### config.mk
export PLATFORM = sky130hd
export DESIGN_NAME = ccf_top
export DESIGN_NICKNAME = d
export VERILOG_FILES = /design/src/hw/ccf_pkg.sv /design/src/hw/ccf_top.sv
export VERILOG_INCLUDE_DIRS = /design/src /design/src/hw
export SDC_FILE = /design/constraint.sdc
export NUM_CORES = 2
export LEC_CHECK = 0
export BUFFER_PORTS_ARGS = -buffer_cell sky130_fd_sc_hd__buf_2
export CAP_MARGIN = 20
export CORE_ASPECT_RATIO = 1.5
export CORE_MARGIN = 8
export CORE_UTILIZATION = 35
export DETAILED_ROUTE_END_ITERATION = 10
export PLACE_DENSITY = 0.51
export SYNTH_ARGS = -nofsm -noshare
export SYNTH_HDL_FRONTEND = slang
export SYNTH_SLANG_ARGS = --single-unit
### constraint.sdc
create_clock -name hclk -period 11.8 [get_ports hclk]
set_input_delay 0.59 -clock hclk [delete_from_list [all_inputs] [get_ports hclk]]
set_output_delay 0.59 -clock hclk [all_outputs]
set_load 0.02 [all_outputs]
### src/hw/ccf_regs.svh
// register map, field positions, reset values and timing counts
// assumes a 40 MHz hclk and one ADC sample strobe per conversion
`ifndef CCF_REGS_SVH
`define CCF_REGS_SVH

// register indices; byte address is four times the index
`define CCF_IDX_MODE_ONE_CONTROL      8'h0B
`define CCF_IDX_ACCUMULATION_MODE_CONTROL    8'h0F
`define CCF_IDX_GAIN       8'h1C
`define CCF_IDX_CALIBRATION_MODE_CONTROL    8'h3D
`define CCF_IDX_ZXROUTE    8'h40
`define CCF_IDX_IRQEN      8'hD9
`define CCF_IDX_STATUS     8'hDC

// field positions
`define CCF_MODE_ONE_CONTROL_INTEG    5
`define CCF_MODE_ONE_CONTROL_LPBYP    6
`define CCF_ACC_FSIGN      6
`define CCF_ACC_ICHAN      7
`define CCF_CAL_SEL_LO     4
`define CCF_CAL_SEL_HI     5
`define CCF_ST_ZX          4
`define CCF_ST_FAULT       5
`define CCF_ZXR_P05        0
`define CCF_ZXR_P12        1

// reset values
`define CCF_RST_REG8       8'h00
`define CCF_RST_GAIN       12'h000

// filter shifts: averaging, integrator leak and scale, zero-cross pole
`define CCF_AVG_SH         8
`define CCF_INT_LEAK_SH    10
`define CCF_INT_OUT_SH     6
`define CCF_LPF_SH         6

// swap persistence time
`define CCF_CLK_KHZ        40000
`define CCF_SWAP_MS        3000
`define CCF_SWAP_CYC       (`CCF_SWAP_MS * `CCF_CLK_KHZ)

`endif

### src/hw/ccf_pkg.sv
// types shared by the current channel fault select block
// assumes ccf_regs.svh is included by the users of the constants
package ccf_pkg;

  // automatic channel selector, one-hot
  typedef enum logic [1:0] {
    CCF_ON_A = 2'b01,
    CCF_ON_B = 2'b10
  } ccf_sel_e;

  typedef logic signed [24:0] ccf_samp_t;

endpackage

### src/hw/ccf_top.sv
// current channel fault select, channel gain trim, integrator and zero-cross
// assumes an AHB-Lite master on hclk and ADC samples qualified by samp_valid
`timescale 1ns/1ps
`default_nettype none
`include "ccf_regs.svh"

module ccf_top import ccf_pkg::*; #(
  parameter int unsigned SWAP_CYCLES = `CCF_SWAP_CYC
) (
  // clock and reset
  input  wire logic                hclk,
  input  wire logic                hresetn,
  // ahb-lite slave
  input  wire logic                hsel,
  input  wire logic [31:0]         haddr,
  input  wire logic [1:0]          htrans,
  input  wire logic                hwrite,
  input  wire logic [2:0]          hsize,
  input  wire logic [31:0]         hwdata,
  input  wire logic                hready,
  output logic                     hreadyout,
  output logic [31:0]              hrdata,
  output logic                     hresp,
  // adc sample streams
  input  wire logic                samp_valid,
  input  wire logic signed [23:0]  first_current_input,
  input  wire logic signed [23:0]  second_current_input,
  input  wire logic signed [23:0]  voltage_sample,
  // measurement output
  output logic signed [24:0]       i_meas,
  output logic                     i_meas_valid,
  // zero cross and port pins
  output logic                     zero_cross_signal,
  output logic                     p0_5_zx,
  output logic                     p1_2_zx,
  // interrupt
  output logic                     irq
);

  // ---------------- bus front end ----------------
  logic        wr_pend_q;
  logic        rd_pend_q;
  logic [7:0]  idx_q;
  logic        hreadyout_q;
  logic [31:0] hrdata_q;
  logic        hresp_q;

  wire         addr_ok = hsel & htrans[1] & hready;
  wire         wr_phase = wr_pend_q;
  wire [7:0]   idx_now = haddr[9:2];

  always_ff @(posedge hclk or negedge hresetn) begin
    if (!hresetn) begin
      wr_pend_q   <= 1'b0;
      rd_pend_q   <= 1'b0;
      idx_q       <= 8'h00;
      hreadyout_q <= 1'b1;
      hresp_q     <= 1'b0;
    end else begin
      wr_pend_q   <= addr_ok & hwrite;
      rd_pend_q   <= addr_ok & ~hwrite;
      hreadyout_q <= ~(addr_ok & ~hwrite);
      hresp_q     <= 1'b0;
      if (addr_ok) begin
        idx_q <= idx_now;
      end
    end
  end

  wire wr_mode_one_control  = wr_phase & (idx_q == `CCF_IDX_MODE_ONE_CONTROL);
  wire wr_acc    = wr_phase & (idx_q == `CCF_IDX_ACCUMULATION_MODE_CONTROL);
  wire wr_gain   = wr_phase & (idx_q == `CCF_IDX_GAIN);
  wire wr_cal    = wr_phase & (idx_q == `CCF_IDX_CALIBRATION_MODE_CONTROL);
  wire wr_zxr    = wr_phase & (idx_q == `CCF_IDX_ZXROUTE);
  wire wr_irqen  = wr_phase & (idx_q == `CCF_IDX_IRQEN);
  wire wr_status = wr_phase & (idx_q == `CCF_IDX_STATUS);

  // ---------------- software registers ----------------
  logic [7:0]  mode_one_control_q;
  logic        fsign_mode_q;
  logic [11:0] gain_q;
  logic [7:0]  calibration_mode_control_q;
  logic [1:0]  zxroute_q;
  logic [7:0]  irqen_q;

  always_ff @(posedge hclk or negedge hresetn) begin
    if (!hresetn) begin
      mode_one_control_q      <= `CCF_RST_REG8;
      fsign_mode_q <= 1'b0;
      gain_q       <= `CCF_RST_GAIN;
      calibration_mode_control_q    <= `CCF_RST_REG8;
      zxroute_q    <= 2'b00;
      irqen_q      <= `CCF_RST_REG8;
    end else begin
      if (wr_mode_one_control) mode_one_control_q <= hwdata[7:0];
      if (wr_acc) fsign_mode_q <= hwdata[`CCF_ACC_FSIGN];
      if (wr_gain) gain_q <= hwdata[11:0];
      if (wr_cal) calibration_mode_control_q <= hwdata[7:0];
      if (wr_zxr) zxroute_q <= hwdata[1:0];
      if (wr_irqen) irqen_q <= hwdata[7:0];
    end
  end

  wire       integ_on = mode_one_control_q[`CCF_MODE_ONE_CONTROL_INTEG];
  wire       lp_bypass = mode_one_control_q[`CCF_MODE_ONE_CONTROL_LPBYP];
  wire [1:0] forced_channel_select = calibration_mode_control_q[`CCF_CAL_SEL_HI:`CCF_CAL_SEL_LO];

  // ---------------- second input gain trim ----------------
  wire signed [24:0] ia_ext = {first_current_input[23], first_current_input};
  wire signed [24:0] ib_ext = {second_current_input[23], second_current_input};
  wire signed [36:0] ib_prod = ib_ext * $signed(gain_q);
  wire signed [24:0] ib_trim = ib_ext + ib_prod[36:12];

  // ---------------- rectified averages ----------------
  wire [24:0] ia_abs = ia_ext[24] ? 25'(-ia_ext) : 25'(ia_ext);
  wire [24:0] ib_abs = ib_trim[24] ? 25'(-ib_trim) : 25'(ib_trim);

  logic [32:0] avg_a_q;
  logic [32:0] avg_b_q;
  wire  [24:0] mean_a = avg_a_q[32:`CCF_AVG_SH];
  wire  [24:0] mean_b = avg_b_q[32:`CCF_AVG_SH];
  wire  [32:0] avg_a_d = avg_a_q + {8'h00, ia_abs} - {8'h00, mean_a};
  wire  [32:0] avg_b_d = avg_b_q + {8'h00, ib_abs} - {8'h00, mean_b};

  always_ff @(posedge hclk or negedge hresetn) begin
    if (!hresetn) begin
      avg_a_q <= 33'h0_0000_0000;
      avg_b_q <= 33'h0_0000_0000;
    end else if (samp_valid) begin
      avg_a_q <= avg_a_d;
      avg_b_q <= avg_b_d;
    end
  end

  // margin is one sixteenth of the second input, i.e. 6.25%
  wire [25:0] ma      = {1'b0, mean_a};
  wire [25:0] mb      = {1'b0, mean_b};
  wire [25:0] margin  = {5'h00, mean_b[24:4]};
  wire        b_over  = mb > (ma + margin);
  wire        a_over  = ma > (mb + margin);
  wire        a_near  = ((ma + margin) >= mb) && (ma <= (mb + margin));

  // ---------------- automatic selector ----------------
  ccf_sel_e    sel_q;
  ccf_sel_e    sel_d;
  logic [26:0] dwell_q;
  logic [26:0] dwell_d;
  logic        swap_ev;

  wire        want_swap = (sel_q == CCF_ON_A) ? b_over : a_over;
  wire [26:0] dwell_end = 27'(SWAP_CYCLES - 1);

  always_comb begin
    sel_d   = sel_q;
    dwell_d = 27'h000_0000;
    swap_ev = 1'b0;
    if (want_swap) begin
      dwell_d = dwell_q + 27'h000_0001;
      if (dwell_q >= dwell_end) begin
        dwell_d = 27'h000_0000;
        swap_ev = 1'b1;
        unique case (sel_q)
          CCF_ON_A: sel_d = CCF_ON_B;
          CCF_ON_B: sel_d = CCF_ON_A;
          default:  sel_d = CCF_ON_A;
        endcase
      end
    end
  end

  always_ff @(posedge hclk or negedge hresetn) begin
    if (!hresetn) begin
      sel_q   <= CCF_ON_A;
      dwell_q <= 27'h000_0000;
    end else begin
      sel_q   <= sel_d;
      dwell_q <= dwell_d;
    end
  end

  // forced field wins when it holds 01 or 10
  wire forced_a = (forced_channel_select == 2'b01);
  wire forced_b = (forced_channel_select == 2'b10);
  wire use_b_d  = forced_b | (~forced_a & (sel_q == CCF_ON_B));

  logic active_channel_indicator;
  always_ff @(posedge hclk or negedge hresetn) begin
    if (!hresetn) active_channel_indicator <= 1'b0;
    else          active_channel_indicator <= use_b_d;
  end

  // ---------------- integrator and measurement ----------------
  wire signed [24:0] i_sel = active_channel_indicator ? ib_trim : ia_ext;
  logic signed [39:0] integ_q;
  wire  signed [39:0] integ_d = integ_q + 40'(i_sel) - (integ_q >>> `CCF_INT_LEAK_SH);
  wire  signed [24:0] integ_out = integ_q[30:6];

  always_ff @(posedge hclk or negedge hresetn) begin
    if (!hresetn)         integ_q <= 40'h00_0000_0000;
    else if (!integ_on)   integ_q <= 40'h00_0000_0000;
    else if (samp_valid)  integ_q <= integ_d;
  end

  logic signed [24:0] i_meas_q;
  logic               i_meas_valid_q;
  always_ff @(posedge hclk or negedge hresetn) begin
    if (!hresetn) begin
      i_meas_q       <= 25'h000_0000;
      i_meas_valid_q <= 1'b0;
    end else begin
      i_meas_valid_q <= samp_valid;
      if (samp_valid) i_meas_q <= integ_on ? integ_out : i_sel;
    end
  end

  // ---------------- zero cross ----------------
  // pole at fs/(2*pi*64), 63.7 Hz for 25.6 kSPS samples
  logic signed [29:0] lpf_q;
  wire  signed [29:0] lpf_d = lpf_q + 30'(voltage_sample) - (lpf_q >>> `CCF_LPF_SH);
  wire  signed [23:0] lpf_out = lpf_q[29:6];
  wire                zx_src = lp_bypass ? ~voltage_sample[23] : ~lpf_out[23];

  always_ff @(posedge hclk or negedge hresetn) begin
    if (!hresetn)        lpf_q <= 30'h0000_0000;
    else if (samp_valid) lpf_q <= lpf_d;
  end

  logic zx_q;
  logic p05_q;
  logic p12_q;
  always_ff @(posedge hclk or negedge hresetn) begin
    if (!hresetn) begin
      zx_q  <= 1'b0;
      p05_q <= 1'b0;
      p12_q <= 1'b0;
    end else begin
      if (samp_valid) zx_q <= zx_src;
      p05_q <= zxroute_q[`CCF_ZXR_P05] & zx_q;
      p12_q <= zxroute_q[`CCF_ZXR_P12] & zx_q;
    end
  end

  logic zx_prev_q;
  always_ff @(posedge hclk or negedge hresetn) begin
    if (!hresetn) zx_prev_q <= 1'b0;
    else          zx_prev_q <= zx_q;
  end
  wire zx_ev = zx_q ^ zx_prev_q;

  // ---------------- status and interrupt ----------------
  wire fault_ev = fsign_mode_q ? (a_near & samp_valid) : swap_ev;

  logic [7:0] status_q;
  wire  [7:0] ev_vec = {2'b00, fault_ev, zx_ev, 4'h0};
  wire  [7:0] clr_vec = wr_status ? hwdata[7:0] : 8'h00;

  always_ff @(posedge hclk or negedge hresetn) begin
    if (!hresetn) status_q <= `CCF_RST_REG8;
    else          status_q <= (status_q & ~clr_vec) | ev_vec;
  end

  logic irq_q;
  always_ff @(posedge hclk or negedge hresetn) begin
    if (!hresetn) irq_q <= 1'b0;
    else          irq_q <= |(status_q & irqen_q);
  end

  // ---------------- read mux ----------------
  wire [7:0] acc_rd = {active_channel_indicator, fsign_mode_q, 6'h00};
  wire [31:0] rd_mux =
    (idx_q == `CCF_IDX_MODE_ONE_CONTROL)   ? {24'h00_0000, mode_one_control_q}           :
    (idx_q == `CCF_IDX_ACCUMULATION_MODE_CONTROL) ? {24'h00_0000, acc_rd}            :
    (idx_q == `CCF_IDX_GAIN)    ? {20'h0_0000, gain_q}             :
    (idx_q == `CCF_IDX_CALIBRATION_MODE_CONTROL) ? {24'h00_0000, calibration_mode_control_q}         :
    (idx_q == `CCF_IDX_ZXROUTE) ? {30'h0000_0000, zxroute_q}       :
    (idx_q == `CCF_IDX_IRQEN)   ? {24'h00_0000, irqen_q}           :
    (idx_q == `CCF_IDX_STATUS)  ? {24'h00_0000, status_q}          :
                                  32'h0000_0000;

  always_ff @(posedge hclk or negedge hresetn) begin
    if (!hresetn)       hrdata_q <= 32'h0000_0000;
    else if (rd_pend_q) hrdata_q <= rd_mux;
  end

  assign hreadyout         = hreadyout_q;
  assign hrdata            = hrdata_q;
  assign hresp             = hresp_q;
  assign i_meas            = i_meas_q;
  assign i_meas_valid      = i_meas_valid_q;
  assign zero_cross_signal = zx_q;
  assign p0_5_zx           = p05_q;
  assign p1_2_zx           = p12_q;
  assign irq               = irq_q;
endmodule // ccf_top

`default_nettype wire

Yosys cells after proc, flatten, opt, wreduce, memory -nomap -nowiden
Index checks and enable logic that the tools add are counted.
{"block": "op_classes", "add_sub_neg": 14, "mul": 1, "div": 0, "n_lt_le_gt_ge": 5, "n_eq_ne": 12, "shifts": 0, "n_mux": 22, "bitwise_logic": 26, "n_reduce_logical": 3}
{"cell": "$mux W25", "n": 4}
{"cell": "$mux W40", "n": 2}
{"cell": "$add A33 B25 Y33", "n": 2}
{"cell": "$sub A33 B25 Y33", "n": 2}
{"cell": "$mux W27", "n": 2}
{"cell": "$add A25 B21 Y26", "n": 2}
{"cell": "$gt A25 B26 Y1", "n": 2}
{"cell": "$add A40 B25 Y40", "n": 1}
{"cell": "$mux W8", "n": 5}
{"cell": "$sub A40 B30 Y40", "n": 1}
{"cell": "$mul A24 B12 Y36", "n": 1}
{"cell": "$mux W12", "n": 3}
{"cell": "$add A30 B24 Y30", "n": 1}
{"cell": "$sub A30 B24 Y30", "n": 1}
{"cell": "$add A27 B1 Y27 const B", "n": 1}
{"cell": "$ge A27 B27 Y1 const B", "n": 1}
{"cell": "$ge A26 B25 Y1", "n": 1}
{"cell": "$le A25 B26 Y1", "n": 1}
{"cell": "$add A24 B24 Y25", "n": 1}
{"cell": "$neg A24 Y25", "n": 1}
{"cell": "$neg A25 Y25", "n": 1}
{"cell": "$and A8 B8 Y8", "n": 2}
{"cell": "$eq A8 B4 Y1 const B", "n": 2}
{"cell": "$eq A8 B8 Y1 const B", "n": 2}
{"cell": "other kinds (17)", "n": 41}
{"block": "word_totals", "register_bits": 287, "latchBits": 0, "ramBits": 0, "romBits": 0, "in_bits": 147, "output_inout_bits": 64, "wordCells": 109, "memories": 0}

Longest topological paths before layout
{"block": "logic_depth", "ltp_word": 8, "mapped_depth": 47}

Worst setup path before layout
No wires, ideal clock.
{"block": "synth_timing", "kind": "input to register", "start": "input second_current_input[7]", "end": "register integ_q[39]", "setup_ps": 126, "arrival_time_ps": 10871, "required_time_ps": 11674, "path_slack_ps": 804, "cell_stages": 42, "path_buffers": 2, "path_cell_list": "clkbuf_1 > nand2_1 > fa_1 > inv_1 > fa_1 > fa_1 > fa_1 > inv_1 > fa_1 > inv_1 > ha_1 > a21o_1 > a21o_1 > a21oi_1 > o32a_1 > and3_1 > nor3b_1 > o221a_2 > (+6 left out) > o21bai_1 > a31o_2 > nand2_1 > a21oi_1 > a21oi_1 > fa_1 > ha_1 > clkbuf_1 > nand4_1 > nor2_1 > and3_1 > nor3b_1 > a31oi_1 > a211oi_1 > o41ai_1 > mux2i_1 > a21oi_1 > mux2i_1"}
{"block": "synth_via", "elab_chain_cells": 7}
{"element": "start, declared", "line_no": "ccf_top.sv:27", "source": "input wire logic signed [23:0] second_current_input,"}
{"element": "$mul A24 B12 Y36", "line_no": "ccf_top.sv:111", "source": "wire signed [36:0] ib_prod = ib_ext * $signed(gain_q);"}
{"element": "$add A24 B24 Y25 (*)", "line_no": "ccf_top.sv:112", "source": "wire signed [24:0] ib_trim = ib_ext + ib_prod[36:12];"}
{"element": "$mux W25 (*)", "line_no": "ccf_top.sv:193", "source": "wire signed [24:0] i_sel = active_channel_indicator ? ib_trim : ia_ext;"}
{"element": "$add A40 B25 Y40 (*)", "line_no": "ccf_top.sv:195", "source": "wire signed [39:0] integ_d = integ_q + 40'(i_sel) - (integ_q >>> `CCF_INT_LEAK_SH);"}
{"element": "$sub A40 B30 Y40 (*)", "line_no": "ccf_top.sv:195"}
{"element": "$mux W40 (*)", "line_no": "ccf_top.sv:201", "source": "else if (samp_valid) integ_q <= integ_d;"}
{"element": "$mux W40 (*)", "line_no": "ccf_top.sv:200", "source": "else if (!integ_on) integ_q <= 40'h00_0000_0000;"}
{"element": "end signal, assigned", "line_no": "ccf_top.sv:201"}
{"element": "end, declared", "line_no": "ccf_top.sv:194", "source": "logic signed [39:0] integ_q;"}
Every way passes the cells marked *; elsewhere a longest branch is shown, timed or not. The select of a mux whose other input is x is not followed.
A chain may end at the register's enable or synchronous reset.

Worst setup path after layout
{"block": "layout_timing", "start": "register gain_q[3]", "end": "register avg_b_q[31]"}
{"block": "layout_via", "elab_chain_cells": 6}
{"element": "start, declared", "line_no": "ccf_top.sv:81", "source": "logic [11:0] gain_q;"}
{"element": "start signal, assigned", "line_no": "ccf_top.sv:90", "source": "gain_q <= `CCF_RST_GAIN;"}
{"element": "start signal, assigned", "line_no": "ccf_top.sv:97", "source": "if (wr_gain) gain_q <= hwdata[11:0];"}
{"element": "$mul A24 B12 Y36 (*)", "line_no": "ccf_top.sv:111"}
{"element": "$add A24 B24 Y25 (*)", "line_no": "ccf_top.sv:112"}
{"element": "$neg A25 Y25", "line_no": "ccf_top.sv:116", "source": "wire [24:0] ib_abs = ib_trim[24] ? 25'(-ib_trim) : 25'(ib_trim);"}
{"element": "$mux W25 (*)", "line_no": "ccf_top.sv:116"}
{"element": "$add A33 B25 Y33 (*)", "line_no": "ccf_top.sv:123", "source": "wire [32:0] avg_b_d = avg_b_q + {8'h00, ib_abs} - {8'h00, mean_b};"}
{"element": "$sub A33 B25 Y33 (*)", "line_no": "ccf_top.sv:123"}
{"element": "end signal, assigned", "line_no": "ccf_top.sv:131", "source": "avg_b_q <= avg_b_d;"}
{"element": "end, declared", "line_no": "ccf_top.sv:119", "source": "logic [32:0] avg_b_q;"}
Every way passes the cells marked *; elsewhere a longest branch is shown, timed or not.

==> metrics.txt <==
# TYPE chip_impl_metric gauge
chip_impl_metric{name="multiInputGateArea",unit="µm²"} 26000
chip_impl_info{name="rsz0062_at_grt",value="no"} 1
chip_impl_info{name="end_kind",value="flip-flop"} 1
chip_impl_info{name="cts.root.buffer_cell",value="sky130_fd_sc_hd__clkbuf_16"} 1
chip_impl_metric{name="layoutNonFillerInstCount",unit=""} 5462
chip_impl_metric{name="start_util",unit="%"} 35.2
chip_impl_metric{name="ratio_of_cells_with_drive_above_1_in_the_final_layout",unit="%"} 9.72
chip_impl_metric{name="synth_area_per_cell",unit="µm²"} 8.88
chip_impl_metric{name="worst_stage_delay_on_the_critical_path",unit="ns"} 0.59
chip_impl_metric{name="global_route_wire_length_before_repair",unit="mm"} 165
chip_impl_metric{name="drt_first_pass_iters",unit=""} 6
chip_impl_info{name="worstReg2RegEnd",value="avg_b_q[31]$_DFFE_PN0P_"} 1
chip_impl_metric{name="fin_skew",unit="ns"} 0.0407
chip_impl_info{name="worstReg2RegStart",value="gain_q[3]$_DFFE_PN0P_"} 1
chip_impl_metric{name="filler_cell_count",unit=""} 10400
chip_impl_info{name="crit_path_top_delay_cell",value="sky130_fd_sc_hd__or4_4"} 1
chip_impl_metric{name="yosys.cell_types.count",unit=""} 84
chip_impl_metric{name="async_reset_ff_share",unit="%"} 100
chip_impl_info{name="synth_ff_type",value="sky130_fd_sc_hd__dfrtp_1"} 1
chip_impl_metric{name="final-max-slew-violation-count",unit=""} 0
chip_impl_info{name="netlist.top_cell.by_area",value="sky130_fd_sc_hd__fa_1"} 1
chip_impl_info{name="setup.worst_path.end",value="avg_b_q[31]$_DFFE_PN0P_"} 1
chip_impl_metric{name="die_height",unit="µm"} 406
chip_impl_info{name="synth.top_cells.by_count",value="sky130_fd_sc_hd__inv_1, sky130_fd_sc_hd__nand2_1, sky130_fd_sc_hd__fa_1, sky130_fd_sc_hd__ha_1, sky130_fd_sc_hd__dfrtp_1"} 1
chip_impl_metric{name="port-buffer-count",unit=""} 141
chip_impl_metric{name="holdWs",unit="ns"} 0.234
chip_impl_info{name="synth.most_common_cell",value="sky130_fd_sc_hd__inv_1"} 1
chip_impl_info{name="startpoint_type",value="flip-flop"} 1
chip_impl_metric{name="yosys_warnings",unit=""} 0
chip_impl_metric{name="area.growth.synth_to_final",unit="%"} 10.7
chip_impl_metric{name="full_die_area",unit="µm²"} 112000
chip_impl_metric{name="antenna_violations_before_repair",unit=""} 18
chip_impl_metric{name="drc",unit=""} 0
chip_impl_metric{name="initialDrtViolationCount",unit=""} 1244
chip_impl_metric{name="std_cell_rows",unit=""} 143
chip_impl_metric{name="timing.final.crit_share",unit="%"} 93.8
chip_impl_metric{name="io-pin-count",unit=""} 211
chip_impl_metric{name="syn_inst",unit=""} 3988
chip_impl_metric{name="grt.overflow.total",unit=""} 0
chip_impl_metric{name="path_clk_slew",unit="ns"} 0.08
chip_impl_metric{name="worst_slew_pin_slew",unit="ns"} 0.947
chip_impl_info{name="synth.top_cells.by_area",value="sky130_fd_sc_hd__fa_1, sky130_fd_sc_hd__dfrtp_1, sky130_fd_sc_hd__ha_1"} 1
chip_impl_metric{name="cts.sink_count",unit=""} 267
chip_impl_metric{name="tns",unit="ns"} 0
chip_impl_metric{name="synth_seq_cells",unit=""} 267
chip_impl_metric{name="drt-vias-per-instance",unit=""} 5.14
chip_impl_info{name="run_status",value="finished, final reports clean"} 1
chip_impl_metric{name="final_non_filler_cell_area",unit="µm²"} 39200
chip_impl_metric{name="dp_hpwl",unit="mm"} 83.5
chip_impl_metric{name="cts.htree.levels",unit=""} 2
chip_impl_metric{name="max_freq",unit="GHz"} 0.0904
chip_impl_metric{name="worst-endpoint-required",unit="ns"} 12.23
chip_impl_metric{name="dieWidth",unit="µm"} 276
chip_impl_metric{name="cap_violations",unit=""} 0
chip_impl_info{name="hp-class",value="in -> reg"} 1
chip_impl_metric{name="critPathMaxFanout",unit=""} 11
chip_impl_metric{name="dpl.cell_count",unit=""} 5384
chip_impl_metric{name="synth_top_area_share",unit="%"} 21.3
chip_impl_metric{name="gpl.final_weighted_congestion",unit=""} 0.884
chip_impl_metric{name="synth_seq_area_share",unit="%"} 18.9
chip_impl_metric{name="layout_min_cycle_time",unit="ns"} 11.07
chip_impl_metric{name="worst-r2r-setup-slack",unit="ns"} 0.73
chip_impl_metric{name="via_count_of_the_first_global_routing_pass",unit=""} 29700
chip_impl_metric{name="design.core.area",unit="µm²"} 101000
chip_impl_metric{name="largest_net_degree_at_the_start_of_global_routing",unit=""} 155
chip_impl_metric{name="finalHoldViolCount",unit=""} 0
chip_impl_metric{name="synth_enable_flop_cells",unit=""} 0
chip_impl_info{name="cp_common_cell",value="sky130_fd_sc_hd__fa_1"} 1
chip_impl_metric{name="register_area",unit="µm²"} 6700
chip_impl_metric{name="worst_r2r_path_depth",unit=""} 42
chip_impl_info{name="cts_tree",value="built"} 1
chip_impl_metric{name="vias",unit=""} 28100
chip_impl_metric{name="wl",unit="mm"} 103
chip_impl_metric{name="drtAntennaViolNets",unit=""} 0
chip_impl_info{name="setup.worst_path.start",value="gain_q[3]$_DFFE_PN0P_"} 1
chip_impl_metric{name="post_drt_wl_per_cell",unit="µm"} 18.9
chip_impl_metric{name="cts_made_buffers",unit=""} 36
chip_impl_metric{name="final_net_count",unit=""} 4982
chip_impl_metric{name="clockBufferDepth",unit=""} 3
chip_impl_metric{name="placement.cell_area",unit="µm²"} 37800
chip_impl_metric{name="max-slew-margin-rel",unit="%"} 36.8
chip_impl_metric{name="netlist_area",unit="µm²"} 35400
chip_impl_metric{name="insertion_delay",unit="ns"} 0.59
chip_impl_metric{name="setup_viol_count_final",unit=""} 0
chip_impl_metric{name="grtUsageTotal",unit="%"} 18.7
chip_impl_metric{name="worst-endpoint-arrival",unit="ns"} 11.50
chip_impl_info{name="timing.setup.critical_path_class",value="reg -> reg"} 1
worst max-delay path: cells and delay by family, from the launching register on:
| family | cells | cell delay (ns) |
|---|---|---|
| fa+ha+maj | 9 | 4.07 |
| xor+xnor | 3 | 0.45 |
| mux | 1 | 0.08 |
| buf+inv | 6 | 0.62 |
| simple gates | 12 | 2.63 |
| compound gates | 11 | 2.47 |
| flops | 1 | 0.57 |
flip-flops by register name, indices dropped and copies added (netlist names), 12 cells and up:
signal and count:
integ_q 40, lpf_q 30, i_meas 25, avg_b_q 33, hrdata 12, gain_q 12
dwell_q 27, avg_a_q 33
layer usage:
metal  up-vias  track usage [%]  share of wire [%]
met1     13900             22.0                 41
met3       138             2.30                3.8
met5         -                0              0.052
met4         8             5.61                3.0
li1      13600                -                  -
met2       421             35.0                 52
what timing repair did:
item,in CTS,in global routing
hold endpoints to repair,13,0
setup buffers,0,1
hold buffers,1,0
gates resized for setup,0,15
endpoints found under the setup margin,0,26
layout make-up:
type | instances | share of cell area [%]
Tap cell | 1305 | 4.16
Clock inverter | 12 | 0.479
Antenna cell | 12 | 0.0766
Multi-Input combinational cell | 3019 | 66.4
Sequential cell | 267 | 17.1
Timing Repair Buffer | 213 | 3.46
Clock buffer | 52 | 2.76
Inverter | 582 | 5.58
per-stage QoR:
step / utilization (%) / setup WS, ns
2_1_floorplan: - / 0.804
3_3_place_gp: 37.6 / 0.381
3_5_place_dp: 37.6 / 0.359
4_1_cts: 38.8 / 0.298
5_1_grt: 38.9 / 0.0110
6_report: 38.9 / 0.734
cells in the final DEF (no fill, tap or decap), types with 139 or more instances in the layout:
cell                      instances
sky130_fd_sc_hd__inv_1          579
sky130_fd_sc_hd__nand2_1        396
sky130_fd_sc_hd__xnor2_1        180
sky130_fd_sc_hd__buf_2          139
sky130_fd_sc_hd__fa_1           377
sky130_fd_sc_hd__a21oi_1        202
sky130_fd_sc_hd__dfrtp_1        260
sky130_fd_sc_hd__nor2_1         234
sky130_fd_sc_hd__o21ai_0        183
sky130_fd_sc_hd__ha_1           339
logic make-up (layout without fill, tap and decap cells):
family / after synthesis / after routing / share of synthesized area [%]
AOI/OAI and AO/OA: 817 / 817 / 14.9
xor gates and xnor gates: 264 / 264 / 6.53
adders and majority gates: 716 / 716 / 33.3
buffers and inverters: 722 / 859 / 7.90
DFF: 267 / 267 / 18.9
muxes: 144 / 144 / 4.35
other: 2 / 34 / 0.0212
and+or+nand+nor: 1056 / 1056 / 14.1
worst min-delay path by stage:
stage	start	end	slack, ns	depth (start not counted)
finish	hwdata[10]	gain_q[10]$_DFFE_PN0P_	0.23	2
global route	haddr[2]	idx_q[0]$_DFFE_PN0P_	0.21	2
CTS	haddr[2]	idx_q[0]$_DFFE_PN0P_	0.19	2
detailed placement	dwell_q[0]$_DFF_PN0_	dwell_q[0]$_DFF_PN0_	0.45	1
global placement	dwell_q[0]$_DFF_PN0_	dwell_q[0]$_DFF_PN0_	0.45	1
floorplan	hresetn	active_channel_indicator$_DFF_PN0_	0.29	0
Power is not shown: default switching activity piles up to over one toggle a cycle in this logic, so the estimate is an artifact.
